### src/etu_pkg.sv
// constants, offsets, fields and vectors of the exception and timer unit
package etu_pkg;
  // register byte offsets on the bus
  localparam logic [11:0] OFF_NSA = 12'h000;
  localparam logic [11:0] OFF_NSS = 12'h004;
  localparam logic [11:0] OFF_CSA = 12'h008;
  localparam logic [11:0] OFF_CSS = 12'h00C;
  localparam logic [11:0] OFF_CSR = 12'h010;
  localparam logic [11:0] OFF_FDA = 12'h014;
  localparam logic [11:0] OFF_VPR = 12'h018;
  localparam logic [11:0] OFF_PIT = 12'h01C;
  localparam logic [11:0] OFF_TCR = 12'h020;
  localparam logic [11:0] OFF_TSR = 12'h024;
  localparam logic [11:0] OFF_MSR = 12'h028;
  localparam logic [11:0] OFF_DCA = 12'h02C;
  localparam logic [11:0] OFF_DCB = 12'h030;
  localparam logic [11:0] OFF_DST = 12'h034;
  localparam logic [11:0] OFF_TB  = 12'h038;
  // reset values
  localparam logic [31:0] RST_ZERO = 32'h0000_0000;
  localparam logic [31:0] RST_MSR  = 32'h0000_0000;
  // machine state bits; no little-endian mode bit exists
  localparam int unsigned MSR_WE = 18;
  localparam int unsigned MSR_CE = 17;
  localparam int unsigned MSR_EE = 15;
  localparam int unsigned MSR_DE = 9;
  localparam logic [31:0] MSR_WMASK = 32'h0006_8200;
  // timer control fields
  localparam int unsigned TCR_WP  = 30;
  localparam int unsigned TCR_WIE = 27;
  localparam int unsigned TCR_PIE = 26;
  localparam int unsigned TCR_FP  = 24;
  localparam int unsigned TCR_FIE = 23;
  // timer status bits, write one to clear
  localparam int unsigned TSR_WIS = 30;
  localparam int unsigned TSR_PIS = 27;
  localparam int unsigned TSR_FIS = 26;
  // cause syndrome bits
  localparam int unsigned CS_ITLB = 31;
  localparam int unsigned CS_DTLB = 30;
  localparam int unsigned CS_AUX  = 29;
  localparam int unsigned CS_DST  = 23;
  // debug control and status bits
  localparam int unsigned DBG_IAC = 0;
  localparam int unsigned DBG_DAC = 1;
  // vector prefix field and offsets
  localparam int unsigned VPR_HI = 31;
  localparam int unsigned VPR_LO = 16;
  localparam logic [15:0] VEC_CRIT = 16'h0100;
  localparam logic [15:0] VEC_AUX  = 16'h0F20;
  localparam logic [15:0] VEC_PIT  = 16'h1000;
  localparam logic [15:0] VEC_FIT  = 16'h1010;
  localparam logic [15:0] VEC_WDT  = 16'h1020;
  localparam logic [15:0] VEC_DTLB = 16'h1100;
  localparam logic [15:0] VEC_ITLB = 16'h1200;
  localparam logic [15:0] VEC_DBG  = 16'h2000;
  // time base divider and tick taps
  localparam int unsigned TB_DIV_W = 2;
  localparam logic [TB_DIV_W-1:0] TB_DIV_LAST = 2'h3;
  localparam int unsigned FIT_TAP_BASE = 8;
  localparam int unsigned WDT_TAP_BASE = 16;
  localparam int unsigned TAP_STEP = 4;
  localparam logic [31:0] ONE32 = 32'h0000_0001;
  typedef enum logic {ST_RUN, ST_WAIT} etu_st_t;
endpackage

### src/etu_unit.sv
// exception dispatch, save and restore, timers and debug events
//
// What this block does
// RULE_01: every interrupt is critical or noncritical, each level separate.
// RULE_02: critical interrupts save pc and state in the critical pair.
// RULE_03: critical return restores the critical pair, normal return the other.
// RULE_04: an exception records its cause bits in the cause syndrome register.
// RULE_05: data-side faults capture the operand address in the fault register.
// RULE_06: the handler table base is any 64KB-aligned address from the prefix.
// RULE_07: critical input goes to 0x0100, aux unit unavailable to 0x0F20.
// RULE_08: countdown to 0x1000, fixed tick to 0x1010, watchdog to 0x1020.
// RULE_09: data TLB miss 0x1100, instruction TLB miss 0x1200, debug 0x2000.
// RULE_10: the countdown decrements once per time base tick.
// RULE_11: countdown timeout raises the countdown interrupt.
// RULE_12: fixed tick interrupt on a chosen time base bit transition.
// RULE_13: watchdog is a critical interrupt on a chosen bit transition.
// RULE_14: timer control steers the timers; timer status reports events.
// RULE_15: accesses are big-endian unless the page endian attribute is set.
// RULE_16: no global little-endian bit lives in machine state.
// RULE_17: address matches on fetch and data raise debug events and status.
// RULE_18: wait-enable enters wait; any interrupt clears it and resumes.
// RULE_19: vector is prefix upper sixteen bits joined to the offset.
// RULE_20: critical interrupts win over pending noncritical ones.
//
// Design decisions made here: the register addresses and the APB interface to the registers.
`timescale 1ns/10ps
module etu_unit import etu_pkg::*; (
  // clock and reset
  input  wire logic        clk_sys,
  input  wire logic        rst_n,
  // register bus
  input  wire logic [11:0] paddr,
  input  wire logic        psel,
  input  wire logic        penable,
  input  wire logic        pwrite,
  input  wire logic [31:0] pwdata,
  output logic [31:0]      prdata,
  output logic             pready,
  output logic             pslverr,
  // event sources
  input  wire logic        crit_in,
  input  wire logic        exc_itlb,
  input  wire logic        exc_dtlb,
  input  wire logic        exc_aux,
  input  wire logic        exc_store,
  input  wire logic [31:0] exc_daddr,
  input  wire logic [31:0] cur_pc,
  input  wire logic        ret_req,
  input  wire logic        cret_req,
  input  wire logic        iaddr_vld,
  input  wire logic [31:0] iaddr,
  input  wire logic        daddr_vld,
  input  wire logic [31:0] daddr,
  // memory access lane order
  input  wire logic [31:0] acc_wdata,
  input  wire logic        acc_le,
  output logic [31:0]      acc_data,
  // core control
  output logic             intr_take,
  output logic             intr_crit,
  output logic [31:0]      intr_vector,
  output logic             resume_vld,
  output logic [31:0]      resume_pc,
  output logic             wait_state
);
  typedef struct packed {
    logic [31:0] nsa;
    logic [31:0] nss;
    logic [31:0] csa;
    logic [31:0] css;
    logic [31:0] cause_syndrome_reg;
    logic [31:0] fda;
    logic [31:0] vpr;
    logic [31:0] timer_control_reg;
    logic [31:0] timer_status_reg;
    logic [31:0] machine_state_reg;
    logic [31:0] dca;
    logic [31:0] dcb;
    logic [31:0] dst;
    logic        p_itlb;
    logic        p_dtlb;
    logic        p_aux;
    logic        p_st;
    logic [31:0] rdata;
    logic        rdy;
    logic        err;
    logic        take;
    logic        crit;
    logic [31:0] vec;
    logic        rvld;
    logic [31:0] rpc;
    logic [31:0] acc;
    etu_st_t     st;
  } etu_state_t;

  etu_state_t  q;
  etu_state_t  d;
  logic [31:0] tb_val;
  logic [31:0] pit_val;
  logic        pit_to;
  logic        fit_evt;
  logic        wdt_evt;
  logic        bus_wr;
  logic        crit_pend;
  logic        nc_pend;
  logic [15:0] off;

  function automatic logic is_mapped(input logic [11:0] a);
    return a == OFF_NSA || a == OFF_NSS || a == OFF_CSA ||
           a == OFF_CSS || a == OFF_CSR || a == OFF_FDA ||
           a == OFF_VPR || a == OFF_PIT || a == OFF_TCR ||
           a == OFF_TSR || a == OFF_MSR || a == OFF_DCA ||
           a == OFF_DCB || a == OFF_DST || a == OFF_TB;
  endfunction

  function automatic logic [31:0] swap32(input logic [31:0] v);
    return {v[7:0], v[15:8], v[23:16], v[31:24]};
  endfunction

  assign bus_wr = psel && penable && q.rdy && pwrite;

  etu_timer u_timer (
    .clk_sys   (clk_sys),
    .rst_n     (rst_n),
    .fit_sel   (q.timer_control_reg[TCR_FP+1:TCR_FP]),
    .wdt_sel   (q.timer_control_reg[TCR_WP+1:TCR_WP]),
    .pit_wr    (bus_wr && paddr == OFF_PIT),
    .pit_wdata (pwdata),
    .tb_val    (tb_val),
    .pit_val   (pit_val),
    .pit_to    (pit_to),
    .fit_evt   (fit_evt),
    .wdt_evt   (wdt_evt)
  );

  // pending levels: registered status plus the live critical input level
  always_comb begin
    crit_pend = (q.machine_state_reg[MSR_CE] &&
                 (crit_in || (q.timer_status_reg[TSR_WIS] && q.timer_control_reg[TCR_WIE]))) ||
                (q.machine_state_reg[MSR_DE] && q.dst[DBG_DAC:DBG_IAC] != 2'h0);
    nc_pend   = q.p_itlb || q.p_dtlb || q.p_aux ||
                (q.machine_state_reg[MSR_EE] &&
                 ((q.timer_status_reg[TSR_PIS] && q.timer_control_reg[TCR_PIE]) ||
                  (q.timer_status_reg[TSR_FIS] && q.timer_control_reg[TCR_FIE])));
  end

  always_comb begin
    d      = q;
    d.rdy  = 1'b0;
    d.err  = 1'b0;
    d.take = 1'b0;
    d.rvld = 1'b0;
    off    = VEC_CRIT;
    d.acc  = acc_le ? swap32(acc_wdata) : acc_wdata; // [RULE_15] [RULE_16]
    // setup phase: prepare the answer for a zero-wait access phase
    if (psel && !penable) begin
      d.rdy   = 1'b1;
      d.err   = !is_mapped(paddr);
      d.rdata = RST_ZERO;
      case (paddr)
        OFF_NSA: d.rdata = q.nsa;
        OFF_NSS: d.rdata = q.nss;
        OFF_CSA: d.rdata = q.csa;
        OFF_CSS: d.rdata = q.css;
        OFF_CSR: d.rdata = q.cause_syndrome_reg;
        OFF_FDA: d.rdata = q.fda;
        OFF_VPR: d.rdata = q.vpr;
        OFF_PIT: d.rdata = pit_val;
        OFF_TCR: d.rdata = q.timer_control_reg;
        OFF_TSR: d.rdata = q.timer_status_reg; // [RULE_14]
        OFF_MSR: d.rdata = q.machine_state_reg;
        OFF_DCA: d.rdata = q.dca;
        OFF_DCB: d.rdata = q.dcb;
        OFF_DST: d.rdata = q.dst;
        OFF_TB:  d.rdata = tb_val;
        default: d.rdata = RST_ZERO;
      endcase
    end
    if (bus_wr) begin
      case (paddr)
        OFF_NSA: d.nsa = pwdata;
        OFF_NSS: d.nss = pwdata;
        OFF_CSA: d.csa = pwdata;
        OFF_CSS: d.css = pwdata;
        OFF_CSR: d.cause_syndrome_reg = pwdata;
        OFF_FDA: d.fda = pwdata;
        // low half forced to zero keeps the base 64KB aligned
        OFF_VPR: d.vpr = {pwdata[VPR_HI:VPR_LO], 16'h0000}; // [RULE_06]
        OFF_TCR: d.timer_control_reg = pwdata; // [RULE_14]
        OFF_TSR: d.timer_status_reg = q.timer_status_reg & ~pwdata;
        OFF_MSR: d.machine_state_reg = pwdata & MSR_WMASK; // [RULE_16]
        OFF_DCA: d.dca = pwdata;
        OFF_DCB: d.dcb = pwdata;
        OFF_DST: d.dst = q.dst & ~pwdata;
        default: d.err = 1'b0;
      endcase
    end
    // hardware sets land after software clears so the set wins
    if (pit_to)  d.timer_status_reg[TSR_PIS] = 1'b1; // [RULE_11]
    if (fit_evt) d.timer_status_reg[TSR_FIS] = 1'b1; // [RULE_12]
    if (wdt_evt) d.timer_status_reg[TSR_WIS] = 1'b1; // [RULE_13]
    if (iaddr_vld && q.dca[DBG_IAC] && iaddr == q.dcb)
      d.dst[DBG_IAC] = 1'b1; // [RULE_17]
    if (daddr_vld && q.dca[DBG_DAC] && daddr == q.dcb)
      d.dst[DBG_DAC] = 1'b1; // [RULE_17]
    if (exc_itlb) d.p_itlb = 1'b1;
    if (exc_aux)  d.p_aux  = 1'b1;
    if (exc_dtlb) begin
      d.p_dtlb = 1'b1;
      d.p_st   = exc_store;
      d.fda    = exc_daddr; // [RULE_05]
    end
    // one take per two cycles leaves the core a cycle to redirect
    if (!q.take && crit_pend) begin
      d.take = 1'b1; // [RULE_20]
      d.crit = 1'b1; // [RULE_01]
      d.csa  = cur_pc; // [RULE_02]
      d.css  = q.machine_state_reg; // [RULE_02]
      d.machine_state_reg[MSR_CE] = 1'b0;
      d.machine_state_reg[MSR_EE] = 1'b0;
      d.machine_state_reg[MSR_DE] = 1'b0;
      d.machine_state_reg[MSR_WE] = 1'b0; // [RULE_18]
      if (q.machine_state_reg[MSR_CE] && crit_in)
        off = VEC_CRIT; // [RULE_07]
      else if (q.machine_state_reg[MSR_CE] && q.timer_status_reg[TSR_WIS] && q.timer_control_reg[TCR_WIE])
        off = VEC_WDT; // [RULE_08] [RULE_13]
      else
        off = VEC_DBG; // [RULE_09]
    end else if (!q.take && nc_pend) begin
      d.take = 1'b1;
      d.crit = 1'b0; // [RULE_01]
      d.nsa  = cur_pc; // [RULE_02]
      d.nss  = q.machine_state_reg; // [RULE_02]
      d.machine_state_reg[MSR_EE] = 1'b0;
      d.machine_state_reg[MSR_WE] = 1'b0; // [RULE_18]
      if (q.p_dtlb) begin
        off      = VEC_DTLB; // [RULE_09]
        // a new miss in the take cycle stays pending: the set wins
        d.p_dtlb = exc_dtlb;
        d.cause_syndrome_reg    = RST_ZERO;
        d.cause_syndrome_reg[CS_DTLB] = 1'b1; // [RULE_04]
        d.cause_syndrome_reg[CS_DST]  = q.p_st; // [RULE_04]
      end else if (q.p_itlb) begin
        off      = VEC_ITLB; // [RULE_09]
        d.p_itlb = exc_itlb;
        d.cause_syndrome_reg    = RST_ZERO;
        d.cause_syndrome_reg[CS_ITLB] = 1'b1; // [RULE_04]
      end else if (q.p_aux) begin
        off     = VEC_AUX; // [RULE_07]
        d.p_aux = exc_aux;
        d.cause_syndrome_reg   = RST_ZERO;
        d.cause_syndrome_reg[CS_AUX] = 1'b1; // [RULE_04]
      end else if (q.timer_status_reg[TSR_PIS] && q.timer_control_reg[TCR_PIE]) begin
        off = VEC_PIT; // [RULE_08]
      end else begin
        off = VEC_FIT; // [RULE_08]
      end
    end else if (cret_req) begin
      d.rvld = 1'b1;
      d.rpc  = q.csa; // [RULE_03]
      d.machine_state_reg  = q.css & MSR_WMASK; // [RULE_03]
    end else if (ret_req) begin
      d.rvld = 1'b1;
      d.rpc  = q.nsa; // [RULE_03]
      d.machine_state_reg  = q.nss & MSR_WMASK; // [RULE_03]
    end
    if (d.take)
      d.vec = {q.vpr[VPR_HI:VPR_LO], off}; // [RULE_19] [RULE_06]
    case (q.st)
      ST_RUN:  if (d.machine_state_reg[MSR_WE]) d.st = ST_WAIT; // [RULE_18]
      ST_WAIT: if (d.take || !d.machine_state_reg[MSR_WE]) d.st = ST_RUN; // [RULE_18]
      default: d.st = ST_RUN;
    endcase
  end

  always_ff @(posedge clk_sys or negedge rst_n) begin
    if (!rst_n) begin
      q     <= '0;
      q.machine_state_reg <= RST_MSR;
      q.st  <= ST_RUN;
    end else begin
      q <= d;
    end
  end

  assign prdata      = q.rdata;
  assign pready      = q.rdy;
  assign pslverr     = q.err;
  assign acc_data    = q.acc;
  assign intr_take   = q.take;
  assign intr_crit   = q.crit;
  assign intr_vector = q.vec;
  assign resume_vld  = q.rvld;
  assign resume_pc   = q.rpc;
  assign wait_state  = (q.st == ST_WAIT);
endmodule // etu_unit

### src/etu_timer.sv
// time base, interval countdown, fixed tick and watchdog tick detection
`timescale 1ns/10ps
module etu_timer import etu_pkg::*; (
  // clock and reset
  input  wire logic        clk_sys,
  input  wire logic        rst_n,
  // control
  input  wire logic [1:0]  fit_sel,
  input  wire logic [1:0]  wdt_sel,
  input  wire logic        pit_wr,
  input  wire logic [31:0] pit_wdata,
  // state and events
  output logic [31:0]      tb_val,
  output logic [31:0]      pit_val,
  output logic             pit_to,
  output logic             fit_evt,
  output logic             wdt_evt
);
  typedef struct packed {
    logic [TB_DIV_W-1:0] div;
    logic [31:0]         tb;
    logic [31:0]         interval_countdown;
    logic                pto;
    logic                fev;
    logic                wev;
  } etu_tmr_t;

  etu_tmr_t q;
  etu_tmr_t d;
  logic     tick;

  function automatic logic tap(input logic [31:0] tb,
                               input int unsigned base,
                               input logic [1:0]  sel);
    return tb[base + TAP_STEP * sel];
  endfunction

  always_comb begin
    d      = q;
    d.pto  = 1'b0;
    d.fev  = 1'b0;
    d.wev  = 1'b0;
    tick   = (q.div == TB_DIV_LAST);
    d.div  = tick ? '0 : q.div + 1'b1;
    if (tick) begin
      d.tb  = q.tb + ONE32;
      // rising edge of the selected time base bit
      d.fev = !tap(q.tb, FIT_TAP_BASE, fit_sel) &&
              tap(d.tb, FIT_TAP_BASE, fit_sel); // [RULE_12]
      d.wev = !tap(q.tb, WDT_TAP_BASE, wdt_sel) &&
              tap(d.tb, WDT_TAP_BASE, wdt_sel); // [RULE_13]
      if (q.interval_countdown != RST_ZERO) begin
        d.interval_countdown = q.interval_countdown - ONE32; // [RULE_10]
        d.pto = (q.interval_countdown == ONE32); // [RULE_11]
      end
    end
    // software load beats the tick in the same cycle
    if (pit_wr) begin
      d.interval_countdown = pit_wdata;
    end
  end

  always_ff @(posedge clk_sys or negedge rst_n) begin
    if (!rst_n) begin
      q <= '0;
    end else begin
      q <= d;
    end
  end

  assign tb_val  = q.tb;
  assign pit_val = q.interval_countdown;
  assign pit_to  = q.pto;
  assign fit_evt = q.fev;
  assign wdt_evt = q.wev;
endmodule // etu_timer

### config.mk
export PLATFORM = sky130hd
export DESIGN_NAME = etu_unit
export DESIGN_NICKNAME = d
export VERILOG_FILES = /design/src/etu_pkg.sv /design/src/etu_unit.sv /design/src/etu_timer.sv
export SDC_FILE = /design/constraint.sdc
export NUM_CORES = 1
export LEC_CHECK = 0
export BUFFER_PORTS_ARGS = -buffer_cell sky130_fd_sc_hd__buf_2
export CAP_MARGIN = 10
export CORE_UTILIZATION = 45
export CTS_CLUSTER_SIZE = 28
export DETAILED_ROUTE_END_ITERATION = 8
export PLACE_DENSITY_LB_ADDON = 0.08
export REMOVE_ABC_BUFFERS = 1
export SLEW_MARGIN = 20
export SYNTH_ARGS = -nofsm -noshare
export SYNTH_HDL_FRONTEND = slang
export SYNTH_HIERARCHICAL = 1
export SYNTH_SLANG_ARGS = --single-unit
### constraint.sdc
create_clock -name clk_sys -period 5.3 [get_ports clk_sys]
set_clock_uncertainty 0.05 [all_clocks]
set_input_delay 0.53 -clock clk_sys [delete_from_list [all_inputs] [get_ports clk_sys]]
set_output_delay 0.53 -clock clk_sys [all_outputs]
set_load 0.05 [all_outputs]
==> impl_metrics.csv, run 1 <==
group,metric,value,unit
yosys,async_flop_share,1.00,
worst_setup_path,crit_required,5.74,ns
run_status,status,"completed",
power,leakage,15.6,nW
timing,period_share,0.645,
timing,period_needed,3.42,ns
floorplan,core,69900,sq um
place,dp_slack,1.70,ns
place,gp_congestion,0.994,
global_routing,use_met1,0.497,
floorplan,dieArea,71600,sq um
timing,finalSetupTns,0,ns
worst_setup_path,crit_type,"reg2reg",
floorplan,dieWidth,268,um
floorplan,ios,353,
yosys,synth_cells,2990,
layout,fin_nets,3322,
global_routing,grt_use_met3,0.0601,
yosys,synth-edff-count,0,
global_routing,grt.busiest_layer,"met2",
clock_tree,cts_buffer_depth,3,
yosys,synth_cell_types,100,
clock_tree,clock-sinks,598,
drt,drt_first_iter_violations,2583,
layout,fin_util,0.508,
global_routing,grt_pass1_vias,25100,
power,power_density,354,nW/um^2
yosys,synth_flop_cell,"dfrtp_1",
timing,relSlewSlack,0.252,
clock_tree,clkLatencyLatePin,0.62,ns
timing,max_freq,0.293,GHz
timing,hold_viol,0,
worst_setup_path,arrival,3.86,ns
layout,areaGrowthSynthToFinish,11.9,%
yosys,ys_seq_elements,598,
floorplan,initial_core_util,0.454,
layout,drive_above_1_share,0.276,
clock_tree,post_cts_buffers,0,
drt,route.detailed.drc,0,
clock_tree,cts_inserted_buffers,70,
global_routing,overflow,0,
global_routing,grtUsageTotal,0.361,
drt,routed_wirelength,130000,um
timing,worst_pin_slew,1.12,ns
global_routing,grt_max_degree,125,
worst_setup_path,end_kind,"flip-flop",
job,max_cap_violations,0,
clock_tree,htreeDepth,3,
layout,fill_cells,6386,
yosys,netlist_area,31800,sq um
clock_tree,cts_tree,"yes",
global_routing,grtUsageMet2,0.558,
min_path,hp-class,"in2reg",
timing,drv_slew,0,
place,dpl.hpwl,88900,um
clock_tree,clk_pin_slew,0.06,ns
power,irDropWorstVdd,0.277,mV
floorplan,row_count,97,
clock_tree,cts_root_buf,"clkbuf_16",
timing,worst_slack,1.88,ns
drt,vias,25500,
drt,final_antenna_net_count,0,
global_routing,grt_antenna_before_repair,4,
place,portBuffers,344,
worst_setup_path,crit_path_start_kind,"flip-flop",
drt,wl_per_cell,31.7,um
timing,rsz0062_at_grt,"false",
yosys,yosysSeqAreaShare,0.471,
worst_setup_path,crit_fanout,24,
timing,finalSetupViolations,0,
drt,viasPerCell,6.22,
global_routing,grt_pass1_wl,184000,um
yosys,synth_area_per_cell,10.6,sq um
yosys,synth_warnings,6,
floorplan,die_h,268,um
drt,dr.pass1.iters,6,
[layout make-up]
| cell class | instances | area [sq um] | area share |
|---|---|---|---|
| clock buffers | 110 | 2190 | 0.0618 |
| repair buffers | 441 | 2520 | 0.0710 |
| well taps | 940 | 1180 | 0.0331 |
| clock inverters | 17 | 208 | 0.00585 |
| multi-input cells | 1970 | 14400 | 0.405 |
| flip-flops and latches | 598 | 15000 | 0.421 |
| inverters | 18 | 67.6 | 0.00190 |
| diodes | 2 | 5.00 | 0.000141 |
[worst max-delay path, cell delays in order, from the launching register on]
cell and delay (ns):
dfrtp_1 0.56, o21a_1 0.31, a21oi_1 0.33, a21o_1 0.20, inv_2 0.23, nor2_4 0.72
buf_4 0.46, mux2_2 0.38
[synthesized netlist by cell type, types with 10 or more instances]
master	instances	area share
nor3_1	47	0.0074
mux2_2	224	0.079
a21o_1	12	0.0028
inv_1	16	0.0019
o21ai_0	92	0.014
or4_1	16	0.0038
mux2i_1	236	0.074
and2_1	32	0.0063
a22o_1	15	0.0041
a22oi_1	53	0.013
o31ai_1	16	0.0038
o22ai_1	14	0.0028
and3_1	13	0.0026
a31oi_1	34	0.0067
o21ai_1	131	0.021
o211ai_1	10	0.0024
nor4_4	11	0.0074
nand2_1	371	0.044
buf_6	12	0.0043
dfrtp_1	598	0.47
a221oi_1	11	0.0030
nand2b_1	11	0.0022
mux2_4	10	0.0047
a21boi_0	61	0.014
or2_2	10	0.0020
xnor2_1	44	0.012
buf_2	48	0.0076
nor4_1	20	0.0039
a21oi_1	71	0.011
or3_1	11	0.0022
mux4_2	15	0.011
xor2_1	58	0.016
nand3_1	47	0.0074
buf_4	201	0.048
clkbuf_1	141	0.017
nand4_1	27	0.0053
nor2_1	71	0.0084
a32oi_1	12	0.0033
[layer usage]
metal / routed length, um / share of wire
met4: 6610 / 0.051
met2: 58800 / 0.45
met5: 0 / 0
met1: 54700 / 0.42
met3: 9600 / 0.074
[state kept, by name, indices dropped and copies added, names as in the netlist]
signal,flops
pready,1
u_timer/wdt_evt,1
intr_take,1
q,404
u_timer/q,2
u_timer/fit_evt,1
acc_data,32
resume_vld,1
u_timer/pit_to,1
prdata,32
u_timer/pit_val,32
wait_state,1
intr_vector,23
intr_crit,1
u_timer/tb_val,32
resume_pc,32
pslverr,1
[power by group]
part / switching (mW) / internal [mW] / leakage, nW
logic: 1.55 / 0.666 / 6.57
registers: 0.342 / 4.96 / 7.82
clock network: 2.02 / 3.04 / 1.19
[metrics by stage]
stage          area (sq um)  total power, mW  std cells  hold slack, ns
6_report              35500             12.6       4096          0.0670
5_1_grt               35500             13.0       4094          0.0630
4_1_cts               35500             12.6       4094          0.0451
3_5_place_dp          33100             7.58       3966           0.361
3_3_place_gp          33100             7.54       3966           0.360
2_1_floorplan         29300             6.58       2586           0.184
[cells by family (layout without fill, tap and decap cells)]
family,after synthesis,in the layout,share of synthesized area
xor+xnor,102,102,0.0281
simple gates,747,747,0.121
fa+ha+maj,4,4,0.00158
mux,486,486,0.170
buf+inv,429,586,0.0792
flops,598,598,0.471
compound gates,623,623,0.129
other cells,1,10,0.000118
[cells in the final DEF, fill, tap and decap left out, types with 27 or more instances in the layout]
| cell | n |
|---|---|
| nor3_1 | 44 |
| xor2_1 | 58 |
| buf_4 | 96 |
| xnor2_1 | 44 |
| nand3_1 | 47 |
| nand4_1 | 27 |
| a21oi_1 | 71 |
| nand2_1 | 371 |
| clkbuf_16 | 72 |
| buf_2 | 339 |
| o21ai_0 | 92 |
| a31oi_1 | 34 |
| nor2_1 | 65 |
| a21boi_0 | 61 |
| and2_1 | 32 |
| o21ai_1 | 131 |
| a22oi_1 | 53 |
| mux2_2 | 224 |
| dfrtp_1 | 598 |
| mux2i_1 | 236 |
[final timing paths]
path	from	endpoint	slack (ns)	depth (start not counted)
max	q[243]	resume_pc[5]	1.88	7
min reg2reg	u_timer/fit_evt	q[292]	0.37	1
max reg2reg	q[243]	resume_pc[5]	1.88	7
min	exc_aux	q[135]	0.07	2
max in group asynchronous	rst_n	intr_vector[16]	3.40	3
min in group asynchronous	rst_n	resume_pc[22]	0.48	2
[timing repair]
action / in CTS / in global routing
hold endpoints to repair: 86 / 0
hold buffers: 1 / 0
resized for setup: 0 / 0
Note: power is estimated with default switching activity, not from simulation.
==> inputs of run 2 (changes only) <==
==> constraint.sdc (replaced) <==
create_clock -name clk_sys -period 3.3 [get_ports clk_sys]
set_clock_uncertainty 0.05 [all_clocks]
set_input_delay 0.33 -clock clk_sys [delete_from_list [all_inputs] [get_ports clk_sys]]
set_output_delay 0.33 -clock clk_sys [all_outputs]
set_load 0.05 [all_outputs]
==> run 2 against run 1 <==
Against the previous run:
- core utilization is 2.9 points higher
- via count increased by 3.4%
- power grew 64%
- largest cell class unchanged
- sequential cell count did not move
- die area unchanged
==> impl_metrics.csv, run 2 (synthesis results as in run 1) <==
group,metric,value,unit
timing,fin_hold_ws,0.0338,ns
floorplan,core,69900,sq um
global_routing,grt_pass1_wl,186000,um
place,post-place-cells,4042,
clock_tree,clock-sinks,598,
job,max_cap_violations,0,
layout,layout_common_cells,"dfrtp_1 (598), nand2_1 (371), buf_2 (339), mux2i_1 (236), mux2_2 (224)",
layout,final_common_cell,"dfrtp_1",
timing,max_freq,0.347,GHz
drt,dr.pass1.iters,6,
global_routing,grt_antenna_before_repair,5,
layout,fill_cells,6278,
place,gp_congestion,1.01,
layout,antenna_cells,0,
power,power,20.6,mW
layout,largest_reg_flops,404,
timing,hold_viol,0,
layout,multi_input_area,14400,sq um
worst_setup_path,path_depth,5,
worst_setup_path,r2r_start,"u_timer/pit_val[6]",
worst_setup_path,reg2reg_depth,5,
min_path,hp-class,"in2reg",
drt,routed_wirelength,130000,um
layout,fin_util,0.537,
clock_tree,cts_buffer_depth,3,
drt,viasPerCell,6.15,
floorplan,dieWidth,268,um
worst_setup_path,end_kind,"flip-flop",
min_path,whs_path_depth,3,
place,portBuffers,344,
power,leakage,16.5,nW
timing,worst_pin_slew,1.07,ns
run_status,status,"completed",
floorplan,ios,353,
timing,rsz0062_at_grt,"false",
layout,largest-register,"q",
clock_tree,post_cts_buffers,0,
floorplan,die_h,268,um
drt,route.detailed.drc,0,
worst_setup_path,cp_slowest_cell,"nor4_1",
worst_setup_path,crit_path_max_incr_delay,0.67,ns
power,power_density,549,nW/um^2
drt,wl_per_cell,30.4,um
clock_tree,cts_root_buf,"clkbuf_16",
clock_tree,clk_pin_slew,0.06,ns
worst_setup_path,cp-startpoint,"u_timer/pit_val[6]",
clock_tree,cts_inserted_buffers,71,
global_routing,grt_max_degree,84,
layout,drive_above_1_share,0.281,
global_routing,overflow,0,
floorplan,row_count,97,
worst_setup_path,arrival,3.32,ns
floorplan,initial_core_util,0.454,
layout,instances_no_fill,4282,
drt,final_antenna_net_count,0,
drt,drt_first_iter_violations,2660,
worst_setup_path,crit_required,3.74,ns
timing,drv_slew,0,
clock_tree,cts_tree,"yes",
worst_setup_path,crit_family,"simple AND/OR/NAND/NOR gates",
layout,fin_nets,3515,
timing,period_share,0.874,
layout,regArea,15000,sq um
worst_setup_path,crit_fanout,7,
timing,period_needed,2.88,ns
place,dpl.hpwl,92000,um
global_routing,grt_pass1_vias,26100,
layout,areaGrowthSynthToFinish,18.3,%
timing,finalSetupViolations,0,
drt,vias,26300,
clock_tree,clkLatencyLatePin,0.62,ns
worst_setup_path,cp_cell_sequence,"nor4_1 > and4_1 > o211ai_1 > or4_1 > o311ai_0",
global_routing,grtUsageTotal,0.364,
worst_setup_path,crit_type,"reg2reg",
timing,relSlewSlack,0.284,
worst_setup_path,crit_buf_inv,0,
min_path,holdCritStartpoint,"pwdata[10]",
floorplan,dieArea,71600,sq um
worst_setup_path,crit_path_start_kind,"flip-flop",
power,irDropWorstVdd,0.461,mV
clock_tree,htreeDepth,3,
run 2: what timing repair did:
item,CTS,global route
gates resized for setup,0,0
setup endpoints to repair,0,0
hold endpoints to repair,201,0
hold buffers,117,0
run 2: path summary, 6_finish.rpt:
check / to / slack [ns]
max: u_timer/pit_val[28] / 0.42
min: q[404] / 0.03
max reg2reg: u_timer/pit_val[28] / 0.42
min reg2reg: u_timer/q[67] / 0.38
max in group asynchronous: q[157] / 1.96
min in group asynchronous: q[480] / 0.29
run 2: cell type report:
class	count	share of cell area
Sequential cell	598	0.398
Clock buffer	99	0.0545
Tap cell	940	0.0313
Timing Repair Buffer	633	0.121
Clock inverter	24	0.0107
Inverter	18	0.00180
Multi-Input combinational cell	1970	0.383
run 2: through the flow:
stage | setup slack, ns | cell area (sq um) | TNS, ns
after global placement | 0.0734 | 33900 | 0
after floorplan | -2.59 | 29300 | -310.81
final | 0.416 | 37600 | 0
after global routing | 0.351 | 37600 | 0
after CTS | 0.486 | 37600 | 0
after detailed placement | 0.285 | 33900 | 0
run 2: power by group:
group          internal (mW)  switching, mW  total, mW
Sequential              7.96          0.557       8.52
Combinational           1.24           2.50       3.75
Clock                   5.11           3.26       8.37
run 2: worst min-delay path, stage by stage:
cell and delay [ns]:
buf_2 0.18, nand2_1 0.08, a21oi_1 0.07
run 2: routing by layer:
layer	vias to the layer above	global-route usage	share of wire
li1	11200	-	-
met5	-	0	0.00045
met3	306	0.0620	0.079
met4	4	0.164	0.049
met2	1345	0.570	0.46
met1	13500	0.495	0.41
==> inputs of run 3 (changes only) <==
--- a/config.mk
+++ b/config.mk
@@ -6,7 +6,7 @@
 export NUM_CORES = 1
 export LEC_CHECK = 0
 export BUFFER_PORTS_ARGS = -buffer_cell sky130_fd_sc_hd__buf_2
-export CAP_MARGIN = 10
+export CORE_MARGIN = 2
 export CORE_UTILIZATION = 45
 export CTS_CLUSTER_SIZE = 28
 export DETAILED_ROUTE_END_ITERATION = 8
==> constraint.sdc (replaced) <==
create_clock -name clk_sys -period 3.4 [get_ports clk_sys]
set_clock_uncertainty 0.05 [all_clocks]
set_input_delay 0.34 -clock clk_sys [delete_from_list [all_inputs] [get_ports clk_sys]]
set_output_delay 0.34 -clock clk_sys [all_outputs]
set_load 0.05 [all_outputs]
==> run 3 against run 2 <==
Against the previous run:
- via count is 0.34% lower
- sequential power is 3.1% lower
- power down 5.2%
- global-route usage down 0.98 points
- critical path depth rose by 2
- die area increased by 1.5%
- clock power down 8.4%
- sequential share of layout area is 0.30 points higher
- worst setup slack improved by 0.053 ns
- cell area decreased by 0.74%
- critical endpoint is now u_timer/pit_val[31]
- critical path type unchanged
==> impl_metrics.csv, run 3 (synthesis results as in run 1) <==
group,metric,value,unit
drt,drt_first_iter_violations,2641,
worst_setup_path,crit_path_start_kind,"flip-flop",
floorplan,die_h,270,um
place,post-place-cells,4027,
floorplan,core,69900,sq um
drt,wl_per_cell,30.7,um
layout,layout_common_cells,"dfrtp_1 (598), nand2_1 (371), buf_2 (340), mux2i_1 (236), mux2_2 (224)",
power,power_density,525,nW/um^2
power,seqPwrFrac,0.422,
job,max_cap_violations,0,
min_path,hp-class,"in2reg",
worst_setup_path,arrival,3.42,ns
power,p_int,13.5,mW
drt,viasPerCell,6.14,
layout,fin_nets,3499,
place,portBuffers,344,
power,irDropWorstVdd,0.429,mV
clock_tree,cts_tree,"yes",
floorplan,ios,353,
place,gp_congestion,1.00,
floorplan,initial_core_util,0.454,
worst_setup_path,crit_type,"reg2reg",
clock_tree,clkLatencyLatePin,0.62,ns
timing,relSlewSlack,0.324,
floorplan,dieArea,72700,sq um
drt,vias,26200,
layout,drive_above_1_share,0.276,
layout,areaGrowthSynthToFinish,17.4,%
timing,drv_slew,0,
power,leakage,16.4,nW
place,placed_cell_area,33800,sq um
clock_tree,post_cts_buffers,0,
timing,period_share,0.862,
layout,design_area,37300,sq um
floorplan,row_count,97,
timing,worst_slack,0.469,ns
clock_tree,hold_buffers,117,
clock_tree,cts_inserted_buffers,70,
place,dp_slack,0.434,ns
layout,final_common_cell,"dfrtp_1",
layout,fill_cells,6301,
clock_tree,clk_pin_slew,0.06,ns
timing,finalSetupViolations,0,
power,pwr-share-clk,0.392,
drt,dr.pass1.iters,6,
worst_setup_path,crit_required,3.89,ns
layout,fin_util,0.533,
layout,largest-register,"q",
clock_tree,cts_buffer_depth,3,
floorplan,dieWidth,270,um
power,netSwitchingFraction,0.310,
power,pwr-share-comb,0.186,
min_path,holdCritStartpoint,"pwdata[10]",
drt,final_antenna_net_count,0,
drt,route.detailed.drc,0,
clock_tree,clock-sinks,598,
timing,max_freq,0.341,GHz
global_routing,grtUsageTotal,0.354,
drt,routed_wirelength,131000,um
clock_tree,cts_root_buf,"clkbuf_16",
layout,instances_no_fill,4270,
run_status,status,"completed",
timing,worst_pin_slew,1.00,ns
timing,period_needed,2.93,ns
layout,largest_reg_flops,404,
global_routing,grt_pass1_vias,26200,
power,power.switching,6.06,mW
global_routing,grt_pass1_wl,188000,um
worst_setup_path,cp-startpoint,"u_timer/pit_val[0]",
worst_setup_path,crit_fanout,5,
global_routing,grt_antenna_before_repair,4,
clock_tree,cts-resized-gates,0,
worst_setup_path,r2r_start,"u_timer/pit_val[0]",
timing,hold_viol,0,
timing,rsz0062_at_grt,"false",
clock_tree,htreeDepth,3,
place,dpl.hpwl,91700,um
global_routing,grt_max_degree,86,
worst_setup_path,end_kind,"flip-flop",
global_routing,overflow,0,
## run 3: cell types whose count changed in the layout (fill, tap and decap cells not counted), sizes merged
cell      delta
clkinv       +1
clkbuf       +9
buf         -15
clkinvlp     -3
bufinv       -6
diode        +2
## run 3: power by group through the flow
stage               logic (mW)  clock network, mW  registers, mW
global route              3.84               8.08           8.32
detailed placement        3.51                  0           8.36
CTS                       3.63               7.79           8.24
floorplan                 1.28                  0           8.98
finish                    3.63               7.67           8.26
global placement          3.45                  0           8.34
## run 3: final cells by class
type / count / area, sq um / area share
diodes: 2 / 5.00 / 0.000134
clock buffers: 108 / 2110 / 0.0566
clock inverters: 16 / 201 / 0.00540
inverters: 18 / 67.6 / 0.00181
multi-input cells: 1970 / 14400 / 0.385
flip-flops and latches: 598 / 15000 / 0.401
well taps: 940 / 1180 / 0.0315
repair buffers: 618 / 4390 / 0.118
## run 3: path summary, 6_finish.rpt
kind	slack, ns	endpoint	cells after the start
max	0.47	u_timer/pit_val[31]	7
min	0.04	q[404]	3
max reg2reg	0.47	u_timer/pit_val[31]	7
min reg2reg	0.37	q[296]	1
max in group asynchronous	1.92	q[202]	3
min in group asynchronous	0.33	q[480]	2
## run 3: worst max-delay path, stage by stage, from the launching register on
cell	delay, ns
dfrtp_1	0.44
inv_1	0.13
ha_1	0.25
or4b_2	0.60
nor4_1	0.69
a211oi_1	0.31
a21o_1	0.26
a31oi_1	0.15
## run 3: through the flow
step | power [mW] | hold slack (ns) | TNS, ns
3_3_place_gp | 11.8 | 0.357 | 0
3_5_place_dp | 11.9 | 0.364 | 0
6_report | 19.6 | 0.0409 | 0
2_1_floorplan | 10.3 | -0.00559 | -284.01
5_1_grt | 20.2 | 0.0370 | 0
4_1_cts | 19.7 | 0.00262 | 0
## run 3: per-layer routing
metal / up-vias / share of wire / track usage
li1: 11100 / - / -
met1: 13400 / 0.42 / 0.483
met2: 1362 / 0.45 / 0.553
met3: 292 / 0.078 / 0.0592
met4: 0 / 0.053 / 0.164
met5: - / 0 / 0
